<file path="src/verilog/qmfc_pkg.sv">
package qmfc_pkg;
  localparam int NUM_CH = 4;
  localparam int PRI_W = 8;
  localparam int VEC_W = 32;
  localparam int PD_W = 30;
  localparam int PD_VEC_W = 120;
  localparam int QUANTA_W = 16;
  localparam int CORR_W = 64;
  localparam int NUM_PATH = 2;
  localparam int PATH_EXPRESS = 0;
  localparam int PATH_PREEMPT = 1;
  localparam logic [VEC_W-1:0] LINK_PAUSE_MASK = 32'h0101_0101;

  localparam int CLK_HZ = 100_000_000;
  localparam int TICK_MS = 1;
  localparam int TICK_CYCLES = CLK_HZ / 1000 * TICK_MS;

  localparam int APB_ADDR_W = 12;
  localparam logic [APB_ADDR_W-1:0] OFS_CTRL = 12'h000;
  localparam logic [APB_ADDR_W-1:0] OFS_XOFF_E = 12'h004;
  localparam logic [APB_ADDR_W-1:0] OFS_XOFF_P = 12'h008;
  localparam logic [APB_ADDR_W-1:0] OFS_PD_STROBE = 12'h00C;
  localparam logic [APB_ADDR_W-1:0] OFS_STAT_E = 12'h010;
  localparam logic [APB_ADDR_W-1:0] OFS_STAT_P = 12'h014;
  localparam logic [APB_ADDR_W-1:0] OFS_TICKS = 12'h018;
  localparam logic [APB_ADDR_W-1:0] OFS_PD_BASE = 12'h020;
  localparam int CTRL_HOLD_LSB = 0;
  localparam int CTRL_LPI_LSB = 4;
  localparam int CTRL_STOP_LSB = 8;
  localparam int CTRL_AUTO_BIT = 12;
  localparam logic [31:0] CTRL_RESET = 32'h0000_0000;
  localparam logic [31:0] XOFF_RESET = 32'h0000_0000;

  typedef enum logic [1:0] {
    grp_high_rate = 2'b00,
    grp_quad_zero = 2'b01,
    grp_quad_one = 2'b10
  } qmfc_group_t;

  typedef enum logic [1:0] {
    tx_idle = 2'b01,
    tx_send = 2'b10
  } qmfc_tx_state_t;
endpackage

</file>
<file path="src/verilog/qmfc_if.sv">
`timescale 1ns/10ps
// Instance name of this interface is the signal prefix; GROUP names the MAC group
interface qmfc_if
  import qmfc_pkg::*;
#(
  parameter qmfc_group_t GROUP = grp_quad_zero
) (
  input wire logic pclk,
  input wire logic presetn
);
  logic [NUM_CH-1:0] tx_hold_req;
  logic [NUM_CH-1:0] lpi_txhold;
  logic [NUM_CH-1:0] millisecond_toggle_timebase;
  logic [NUM_CH-1:0] mac_stop_tx;
  logic [VEC_W-1:0] emac_xoff_gen;
  logic [VEC_W-1:0] pmac_xoff_gen;
  logic [PD_VEC_W-1:0] mac_peer_delay;
  logic [NUM_CH-1:0] mac_peer_delay_val;
  logic [VEC_W-1:0] emac_pause_on;
  logic [VEC_W-1:0] pmac_pause_on;

  modport mac (
    input pclk, presetn, tx_hold_req, lpi_txhold, millisecond_toggle_timebase, mac_stop_tx,
    input emac_xoff_gen, pmac_xoff_gen, mac_peer_delay, mac_peer_delay_val,
    output emac_pause_on, pmac_pause_on
  );
  modport app (
    input pclk, presetn, emac_pause_on, pmac_pause_on,
    output tx_hold_req, lpi_txhold, millisecond_toggle_timebase, mac_stop_tx,
    output emac_xoff_gen, pmac_xoff_gen, mac_peer_delay, mac_peer_delay_val
  );
endinterface

</file>
<file path="src/verilog/qmfc_sync_edge.sv">
`timescale 1ns/10ps
module qmfc_sync_edge #(
  parameter int W = 4
) (
  input wire logic clk,
  input wire logic rst_n,
  input wire logic [W-1:0] async_in,
  output logic [W-1:0] level,
  output logic [W-1:0] change
);
  logic [W-1:0] meta;
  logic [W-1:0] sync;
  logic [W-1:0] last;
  logic [W-1:0] next_meta;
  logic [W-1:0] next_sync;
  logic [W-1:0] next_last;

  always_comb begin
    next_meta = async_in;
    next_sync = meta;
    next_last = sync;
  end

  // Only sync and last feed logic; meta stays private to the pair
  always_ff @(posedge clk or negedge rst_n) begin
    if (!rst_n) begin
      meta <= '0;
      sync <= '0;
      last <= '0;
    end else begin
      meta <= next_meta;
      sync <= next_sync;
      last <= next_last;
    end
  end

  assign level = sync;
  assign change = sync ^ last;
endmodule

</file>
<file path="src/verilog/qmfc_mac_end.sv">
`timescale 1ns/10ps
// Overview of operation
// - Names: prefix, group, function, underscore joined
// - Interface instance name prefixes every signal
// - Group selects high-rate, quad zero, quad one
// - Hold request holds and preempts preemptable path
// - Low-power hold blocks new frame starts
// - Application toggles time base every millisecond
// - Stop takes effect after current frame ends
// - No new frame while stop stays high
// - Application drives 32-bit generate vector per path
// - PFC mode: one generate bit per class
// - Link pause mode: only bit 0 of each channel used
// - Peer delay added to one-step correction field
// - Application pulses delay strobe for one cycle
// - Delay data ignored once strobe is low
// - Pause indication: 32 bits per path
// - Bit 0 per channel also flags link pause
// - Indication high while pause counter runs
// - Received XOFF frame starts the pause counter
// - Link pause stops transmitter unless compensation set
// - With compensation set, application asserts stop
module qmfc_mac_end
  import qmfc_pkg::*;
(
  qmfc_if.mac link,
  input wire logic pfc_mode,
  input wire logic pause_compensation_bit,
  input wire logic [NUM_CH-1:0] emac_pending,
  input wire logic [NUM_CH-1:0] pmac_pending,
  input wire logic [NUM_CH-1:0] frame_done,
  input wire logic [NUM_PATH-1:0][NUM_CH-1:0] rx_pause_valid,
  input wire logic [NUM_PATH-1:0][VEC_W-1:0] rx_pause_class,
  input wire logic [NUM_PATH-1:0][NUM_CH-1:0][QUANTA_W-1:0] rx_pause_quanta,
  input wire logic [NUM_CH-1:0] ts_update_valid,
  input wire logic [NUM_CH-1:0][CORR_W-1:0] ts_corr_in,
  output logic [NUM_CH-1:0] tx_start_emac,
  output logic [NUM_CH-1:0] tx_start_pmac,
  output logic [NUM_CH-1:0] tx_busy,
  output logic [NUM_CH-1:0] pmac_preempt,
  output logic [NUM_CH-1:0] ms_tick,
  output logic [NUM_PATH-1:0][VEC_W-1:0] xoff_req,
  output logic [NUM_CH-1:0][PD_W-1:0] peer_delay,
  output logic [NUM_CH-1:0] ts_corr_valid,
  output logic [NUM_CH-1:0][CORR_W-1:0] ts_corr_out
);
  logic clk;
  logic rst_n;
  logic [NUM_CH-1:0] lpi_s;
  logic [NUM_CH-1:0] tgl_change;
  logic [VEC_W-1:0] xoff_e_s;
  logic [VEC_W-1:0] xoff_p_s;
  logic [NUM_PATH-1:0][VEC_W-1:0] pause_run;
  logic [NUM_CH-1:0] next_ms_tick;
  logic [NUM_PATH-1:0][VEC_W-1:0] next_xoff_req;

  assign clk = link.pclk;
  assign rst_n = link.presetn;

  // Asynchronous inputs pass two flops first
  qmfc_sync_edge #(.W(NUM_CH)) u_sync_lpi (
    .clk(clk),
    .rst_n(rst_n),
    .async_in(link.lpi_txhold),
    .level(lpi_s),
    .change()
  );
  qmfc_sync_edge #(.W(NUM_CH)) u_sync_tgl (
    .clk(clk),
    .rst_n(rst_n),
    .async_in(link.millisecond_toggle_timebase),
    .level(),
    .change(tgl_change)
  );
  qmfc_sync_edge #(.W(VEC_W)) u_sync_xe (
    .clk(clk),
    .rst_n(rst_n),
    .async_in(link.emac_xoff_gen),
    .level(xoff_e_s),
    .change()
  );
  qmfc_sync_edge #(.W(VEC_W)) u_sync_xp (
    .clk(clk),
    .rst_n(rst_n),
    .async_in(link.pmac_xoff_gen),
    .level(xoff_p_s),
    .change()
  );

  always_comb begin
    next_ms_tick = tgl_change;
    if (pfc_mode) begin
      next_xoff_req[PATH_EXPRESS] = xoff_e_s;
      next_xoff_req[PATH_PREEMPT] = xoff_p_s;
    end else begin
      next_xoff_req[PATH_EXPRESS] = xoff_e_s & LINK_PAUSE_MASK;
      next_xoff_req[PATH_PREEMPT] = xoff_p_s & LINK_PAUSE_MASK;
    end
  end

  always_ff @(posedge clk or negedge rst_n) begin
    if (!rst_n) begin
      ms_tick <= '0;
      xoff_req <= '0;
    end else begin
      ms_tick <= next_ms_tick;
      xoff_req <= next_xoff_req;
    end
  end

  // Pause counters, one per path, channel and class; unit is one clock per quantum
  genvar p, c, k;
  generate
    for (p = 0; p < NUM_PATH; p++) begin : g_path
      for (c = 0; c < NUM_CH; c++) begin : g_ch
        for (k = 0; k < PRI_W; k++) begin : g_cls
          logic [QUANTA_W-1:0] cnt;
          logic [QUANTA_W-1:0] next_cnt;
          logic hit;
          logic next_run;
          always_comb begin
            hit = rx_pause_valid[p][c] && (pfc_mode ? rx_pause_class[p][c*PRI_W+k] : (k == 0));
            if (hit) begin
              next_cnt = rx_pause_quanta[p][c];
            end else if (cnt != '0) begin
              next_cnt = cnt - 1'b1;
            end else begin
              next_cnt = '0;
            end
            next_run = (next_cnt != '0);
          end
          always_ff @(posedge clk or negedge rst_n) begin
            if (!rst_n) begin
              cnt <= '0;
              pause_run[p][c*PRI_W+k] <= 1'b0;
            end else begin
              cnt <= next_cnt;
              pause_run[p][c*PRI_W+k] <= next_run;
            end
          end
        end
      end
    end
  endgenerate

  assign link.emac_pause_on = pause_run[PATH_EXPRESS];
  assign link.pmac_pause_on = pause_run[PATH_PREEMPT];

  // Per channel transmit control, peer delay and correction update
  generate
    for (c = 0; c < NUM_CH; c++) begin : g_tx
      qmfc_tx_state_t state;
      qmfc_tx_state_t next_state;
      logic on_pmac;
      logic next_on_pmac;
      logic next_start_e;
      logic next_start_p;
      logic may_start;
      logic block_e;
      logic block_p;
      logic [PD_W-1:0] next_pd;
      logic [CORR_W-1:0] next_corr;
      always_comb begin
        // Gate only at frame boundaries so a running frame is never cut
        may_start = !lpi_s[c] && !link.mac_stop_tx[c];
        block_e = !pfc_mode && !pause_compensation_bit && pause_run[PATH_EXPRESS][c*PRI_W];
        block_p = !pfc_mode && !pause_compensation_bit && pause_run[PATH_PREEMPT][c*PRI_W];
        next_state = state;
        next_on_pmac = on_pmac;
        next_start_e = 1'b0;
        next_start_p = 1'b0;
        case (state)
          tx_idle: begin
            if (may_start && emac_pending[c] && !block_e) begin
              next_state = tx_send;
              next_on_pmac = 1'b0;
              next_start_e = 1'b1;
            end else if (may_start && pmac_pending[c] && !link.tx_hold_req[c] && !block_p) begin
              next_state = tx_send;
              next_on_pmac = 1'b1;
              next_start_p = 1'b1;
            end
          end
          tx_send: begin
            if (frame_done[c]) begin
              next_state = tx_idle;
            end
          end
          default: begin
            next_state = tx_idle;
          end
        endcase
        next_pd = link.mac_peer_delay_val[c] ? link.mac_peer_delay[c*PD_W +: PD_W] : peer_delay[c];
        next_corr = ts_corr_in[c] + {{(CORR_W-PD_W){1'b0}}, peer_delay[c]};
      end
      always_ff @(posedge clk or negedge rst_n) begin
        if (!rst_n) begin
          state <= tx_idle;
          on_pmac <= 1'b0;
          tx_start_emac[c] <= 1'b0;
          tx_start_pmac[c] <= 1'b0;
          tx_busy[c] <= 1'b0;
          pmac_preempt[c] <= 1'b0;
          peer_delay[c] <= '0;
          ts_corr_valid[c] <= 1'b0;
          ts_corr_out[c] <= '0;
        end else begin
          state <= next_state;
          on_pmac <= next_on_pmac;
          tx_start_emac[c] <= next_start_e;
          tx_start_pmac[c] <= next_start_p;
          tx_busy[c] <= (next_state == tx_send);
          pmac_preempt[c] <= (next_state == tx_send) && next_on_pmac && link.tx_hold_req[c];
          peer_delay[c] <= next_pd;
          ts_corr_valid[c] <= ts_update_valid[c];
          if (ts_update_valid[c]) begin
            ts_corr_out[c] <= next_corr;
          end
        end
      end
    end
  endgenerate
endmodule

</file>
<file path="src/flat_wrapper.sv">
// flat-port wrapper written by rule: the top's interface ports become plain ports
module qmfc_mac_end_flat import qmfc_pkg::*;
  (pfc_mode, pause_compensation_bit, emac_pending, pmac_pending, frame_done, rx_pause_valid, rx_pause_class, rx_pause_quanta, ts_update_valid, ts_corr_in, tx_start_emac, tx_start_pmac, tx_busy, pmac_preempt, ms_tick, xoff_req, peer_delay, ts_corr_valid, ts_corr_out, pclk, presetn, link_tx_hold_req, link_lpi_txhold, link_millisecond_toggle_timebase, link_mac_stop_tx, link_emac_xoff_gen, link_pmac_xoff_gen, link_mac_peer_delay, link_mac_peer_delay_val, link_emac_pause_on, link_pmac_pause_on);
  qmfc_if #(.GROUP(grp_quad_zero)) link_i (.pclk(pclk), .presetn(presetn));
  input wire logic pfc_mode;
  input wire logic pause_compensation_bit;
  input wire logic [NUM_CH-1:0] emac_pending;
  input wire logic [NUM_CH-1:0] pmac_pending;
  input wire logic [NUM_CH-1:0] frame_done;
  input wire logic [NUM_PATH-1:0][NUM_CH-1:0] rx_pause_valid;
  input wire logic [NUM_PATH-1:0][VEC_W-1:0] rx_pause_class;
  input wire logic [NUM_PATH-1:0][NUM_CH-1:0][QUANTA_W-1:0] rx_pause_quanta;
  input wire logic [NUM_CH-1:0] ts_update_valid;
  input wire logic [NUM_CH-1:0][CORR_W-1:0] ts_corr_in;
  output logic [NUM_CH-1:0] tx_start_emac;
  output logic [NUM_CH-1:0] tx_start_pmac;
  output logic [NUM_CH-1:0] tx_busy;
  output logic [NUM_CH-1:0] pmac_preempt;
  output logic [NUM_CH-1:0] ms_tick;
  output logic [NUM_PATH-1:0][VEC_W-1:0] xoff_req;
  output logic [NUM_CH-1:0][PD_W-1:0] peer_delay;
  output logic [NUM_CH-1:0] ts_corr_valid;
  output logic [NUM_CH-1:0][CORR_W-1:0] ts_corr_out;
  input wire logic pclk;
  input wire logic presetn;
  input wire logic [$bits(link_i.tx_hold_req)-1:0] link_tx_hold_req;
  input wire logic [$bits(link_i.lpi_txhold)-1:0] link_lpi_txhold;
  input wire logic [$bits(link_i.millisecond_toggle_timebase)-1:0] link_millisecond_toggle_timebase;
  input wire logic [$bits(link_i.mac_stop_tx)-1:0] link_mac_stop_tx;
  input wire logic [$bits(link_i.emac_xoff_gen)-1:0] link_emac_xoff_gen;
  input wire logic [$bits(link_i.pmac_xoff_gen)-1:0] link_pmac_xoff_gen;
  input wire logic [$bits(link_i.mac_peer_delay)-1:0] link_mac_peer_delay;
  input wire logic [$bits(link_i.mac_peer_delay_val)-1:0] link_mac_peer_delay_val;
  output wire logic [$bits(link_i.emac_pause_on)-1:0] link_emac_pause_on;
  output wire logic [$bits(link_i.pmac_pause_on)-1:0] link_pmac_pause_on;
  assign link_i.tx_hold_req = link_tx_hold_req;
  assign link_i.lpi_txhold = link_lpi_txhold;
  assign link_i.millisecond_toggle_timebase = link_millisecond_toggle_timebase;
  assign link_i.mac_stop_tx = link_mac_stop_tx;
  assign link_i.emac_xoff_gen = link_emac_xoff_gen;
  assign link_i.pmac_xoff_gen = link_pmac_xoff_gen;
  assign link_i.mac_peer_delay = link_mac_peer_delay;
  assign link_i.mac_peer_delay_val = link_mac_peer_delay_val;
  assign link_emac_pause_on = link_i.emac_pause_on;
  assign link_pmac_pause_on = link_i.pmac_pause_on;
  qmfc_mac_end u_core (.link(link_i), .pfc_mode(pfc_mode), .pause_compensation_bit(pause_compensation_bit), .emac_pending(emac_pending), .pmac_pending(pmac_pending), .frame_done(frame_done), .rx_pause_valid(rx_pause_valid), .rx_pause_class(rx_pause_class), .rx_pause_quanta(rx_pause_quanta), .ts_update_valid(ts_update_valid), .ts_corr_in(ts_corr_in), .tx_start_emac(tx_start_emac), .tx_start_pmac(tx_start_pmac), .tx_busy(tx_busy), .pmac_preempt(pmac_preempt), .ms_tick(ms_tick), .xoff_req(xoff_req), .peer_delay(peer_delay), .ts_corr_valid(ts_corr_valid), .ts_corr_out(ts_corr_out));
endmodule
</file>
<file path="config.mk">
export PLATFORM = sky130hd
export DESIGN_NAME = qmfc_mac_end_flat
export DESIGN_NICKNAME = d
export VERILOG_FILES = /design/src/verilog/qmfc_pkg.sv /design/src/verilog/qmfc_if.sv /design/src/verilog/qmfc_sync_edge.sv /design/src/verilog/qmfc_mac_end.sv /design/src/flat_wrapper.sv
export SDC_FILE = /design/constraint.sdc
export NUM_CORES = 2
export LEC_CHECK = 0
export ABC_AREA = 1
export ABC_CLOCK_PERIOD_IN_PS = 5000
export BUFFER_PORTS_ARGS = -buffer_cell sky130_fd_sc_hd__buf_2
export CAP_MARGIN = 15
export CELL_PAD_IN_SITES_DETAIL_PLACEMENT = 0
export CELL_PAD_IN_SITES_GLOBAL_PLACEMENT = 2
export CORE_UTILIZATION = 37
export DETAILED_ROUTE_END_ITERATION = 10
export PLACE_DENSITY = 0.95
export SLEW_MARGIN = 20
export SYNTH_ARGS = -nofsm -noshare
export SYNTH_HDL_FRONTEND = slang
export SYNTH_SLANG_ARGS = --single-unit
export TNS_END_PERCENT = 5
</file>
<file path="constraint.sdc">
create_clock -name pclk -period 5 [get_ports pclk]
set_input_delay 0.75 -clock pclk [delete_from_list [all_inputs] [get_ports pclk]]
set_output_delay 0.75 -clock pclk [all_outputs]
set_load 0.01 [all_outputs]
</file>
==> impl_metrics.py <==
metrics = {
    "route": {
        "drt_wl_total_mm": 388,
        "first_pass_iters": 8,
        "detail_route.iter0.violations": 7907,
        "drt_drc_violations_left": 0,
        "detail_route.vias_per_cell": 5.06,
        "postRouteAntennaNets": 0,
        "routed_wire_length_per_instance_um": 20.8,
        "route.vias.total": 94300,
    },
    "cts": {
        "post-cts-setup-buffer-count": 0,
        "clock_sinks": 1712,
        "cts_tree": "done",
        "numCtsBuffers": 204,
        "post_cts.resized_instances": 0,
        "root_buffer": "clkbuf_16",
        "clock_tree.buffer_depth": 4,
        "cts.htree.levels": 4,
        "path_clk_slew_ps": 60,
        "worst_skew_pair.late_latency_ps": 890,
        "cts_hold_repair.buffers": 72,
    },
    "critical_path": {
        "r2r_start": "u_core.peer_delay[18]",
        "worst-endpoint-arrival_ps": 4400,
        "path_max_fanout": 4,
        "crit_path_end_kind": "flip-flop",
        "critical_path_class": "flip-flop to flip-flop",
        "reg2reg_depth": 10,
        "timing.critical_path.from": "u_core.peer_delay[18]",
        "crit_required_ps": 5760,
        "start_kind": "flip-flop",
    },
    "sta": {
        "grt_setup_unrepaired": "no",
        "maximum_frequency_from_static_timing_analysis_mhz": 275,
        "timing_worst_slew_pin_value_ps": 1080,
        "layout_worst_path_cycle_share_pct": 72.7,
        "clock_period_minus_final_worst_setup_slack_ps": 3640,
        "hold_violations": 0,
        "setup_slack_ps": 1360,
        "clock_skew_ps": 48.5,
        "final.hold.worst_slack_ps": 107,
        "totalNegativeSetupSlack_ps": 0,
        "setup-violations-final": 0,
        "final_max_slew_viol_count": 0,
        "timing.slew.headroom_pct": 27.2,
    },
    "cells_and_area": {
        "mostFrequentLayoutCells": "3383 x nand2_1, 2228 x nor2_1, 1789 x inv_1",
        "ff_latch_area_mm2": 0.0428,
        "layout.nets": 15700,
        "drive_above_1_share_pct": 13.0,
        "area_growth_syn_to_layout_pct": 17.9,
        "final_design_area_no_fill_mm2": 0.117,
        "filler_cell_count": 27800,
        "layout_commonest_cell": "nand2_1",
        "multiInputGateArea_mm2": 0.0489,
    },
    "synth": {
        "async_flop_share_pct": 100,
        "sequential_share_of_the_synthesized_area_pct": 43.0,
        "synth.area.top_cells": "dfrtp_1 43%, nand2_1 13%, nor2_1 8.4%",
        "edff_count_synth": 0,
        "post_synth_inst_count": 13500,
        "synth_ff_type": "dfrtp_1",
        "post_synth_net_total": 14400,
        "library_cell_with_the_largest_summed_area_after_synthesis": "dfrtp_1",
        "synth-seq-cells": 1712,
        "syn_avg_cell_area_um2": 7.37,
        "synth_cell_types": 62,
        "yosys_warnings": 0,
        "mappedNetlistArea_mm2": 0.0996,
        "yosys.area.top_type_share_pct": 42.9,
    },
    "global_route": {
        "grt_first_pass_wirelength_mm": 574,
        "total_grt_overflow": 0,
        "grt_start_max_net_pins": 138,
        "global_route.usage.total_pct": 27.8,
        "grt_antenna_before_repair": 93,
        "first_global_vias": 90800,
    },
    "die": {
        "top_level_ports": 1208,
        "core_region_mm2": 0.268,
        "floorplan.die_area_mm2": 0.271,
        "floorplan.die.width_um": 521,
        "row_count": 190,
        "effective_utilization_at_floorplan_pct": 37.2,
        "die_y_um": 521,
    },
    "place": {
        "placement.cell_area_mm2": 0.110,
        "global_placer_s_final_weighted_congestion": 0.983,
        "placement.setup.worst_slack_ps": 1230,
        "number_of_input_and_output_port_buffers_inserted": 1207,
        "post-dp-hpwl_mm": 303,
    },
    "power_and_ir_drop": {
        "p_int_uw": 33200,
        "power.density_cell_area_mw_per_mm2": 463,
        "switching_power_uw": 21100,
        "power.leakage_uw": 0.0586,
        "power.share.switching_pct": 38.9,
        "power_frac_clock_pct": 28.8,
        "combPwrFrac_pct": 33.4,
        "seq_power_share_pct": 37.8,
        "p_total_uw": 54300,
        "ir_drop_mv": 0.339,
    },
    "flow_run": {
        "drv_cap": 0,
    },
    "hold_path": {
        "min-delay-path-class": "input pin to flip-flop",
        "hp-start": "link_mac_peer_delay[101]",
        "hold-path-cell-count": 2,
    },
    "status": {
        "outcome": "complete, no violations",
    },
}
==> state kept, by name (all words and copies together) (netlist names), 8 cells and up <==
register and cells:
u_core.link.emac_pause_on 32, u_core.u_sync_xe.level 32, u_core.u_sync_xp.meta 32, u_core.link.pmac_pause_on 32
u_core.peer_delay 120, u_core.xoff_req 64, u_core.u_sync_xp.level 32, u_core.g_tx.state 8
u_core.g_path.g_ch.g_cls.cnt 1024, u_core.ts_corr_out 256, u_core.u_sync_xe.meta 32
==> stage by stage <==
stage,instances,utilization (%)
floorplan,13500,-
global placement,18100,40.9
detailed placement,18100,40.9
CTS,18600,43.8
global route,18600,43.8
finish,18600,43.9
==> path summary, 6_finish.rpt <==
path	slack, ps	end
min reg2reg	340	u_core.u_sync_xe.level[3]
max	1360	u_core.ts_corr_out[58]
max in group asynchronous	3180	u_core.ts_corr_out[239]
min in group asynchronous	480	u_core.g_path[1].g_ch[3].g_cls[1].cnt[14]
max reg2reg	1360	u_core.ts_corr_out[58]
min	110	u_core.peer_delay[101]
==> area by class of cell <==
cell class	count	area share [%]
multi-input cells	9793	41.7
flip-flops and latches	1712	36.5
repair buffers	1321	6.19
inverters	1812	5.80
clock buffers	295	5.06
well taps	3552	3.79
clock inverters	75	0.868
diodes	64	0.136
==> power by group through the flow <==
stage	clock network [µW]	registers, µW	logic (µW)
2_1_floorplan	0	20000	12700
3_3_place_gp	0	20700	17800
3_5_place_dp	0	20700	17800
4_1_cts	16000	20500	18000
5_1_grt	16500	21000	20500
6_report	15700	20500	18100
==> routing by layer <==
| metal | global-route usage, % | wire length (µm) |
|---|---|---|
| met1 | 37.6 | 170000 |
| met2 | 42.9 | 170000 |
| met3 | 5.58 | 29200 |
| met4 | 12.4 | 18700 |
| met5 | 0 | 211 |
==> worst max-delay path: stages (launching register included) <==
cell and delay (ps):
dfrtp_1 450, ha_1 490, nand2_1 150, nor2_1 320
nand2_1 280, nor4_1 880, nand3_1 430, nand3_1 290
nand3_1 90, nand3_1 100, nand2_1 60
==> synth_stat cells (29+ instances only) <==
master / instances
a31oi_1: 29
o22ai_1: 281
nor3_1: 175
or2_2: 58
xnor2_1: 286
nor2_1: 2228
nor2_2: 39
nand2_2: 35
xor2_1: 443
a21oi_1: 300
buf_2: 58
ha_1: 192
inv_1: 1790
nor4_1: 33
dfrtp_1: 1708
nand3_1: 1032
o21bai_1: 30
nand3b_1: 86
nand4_1: 169
o21ai_1: 59
nand2_1: 3383
clkbuf_1: 85
o21ai_0: 628
mux2_2: 120
==> cells by family (layout without fill, tap and decap cells) <==
| family | after synthesis | count (layout) | share of synthesized area [%] |
|---|---|---|---|
| other | 0 | 64 | 0 |
| flip-flops | 1712 | 1712 | 43.0 |
| multiplexers | 120 | 120 | 1.36 |
| XOR/XNOR | 729 | 729 | 6.41 |
| adder cells (fa/ha/maj) | 196 | 196 | 2.49 |
| AND/OR/NAND/NOR | 7327 | 7327 | 30.8 |
| AO/OA/AOI/OAI | 1421 | 1421 | 8.05 |
| buffers and inverters | 2007 | 3503 | 7.83 |
No activity file was read; power rests on OpenSTA's default activity.
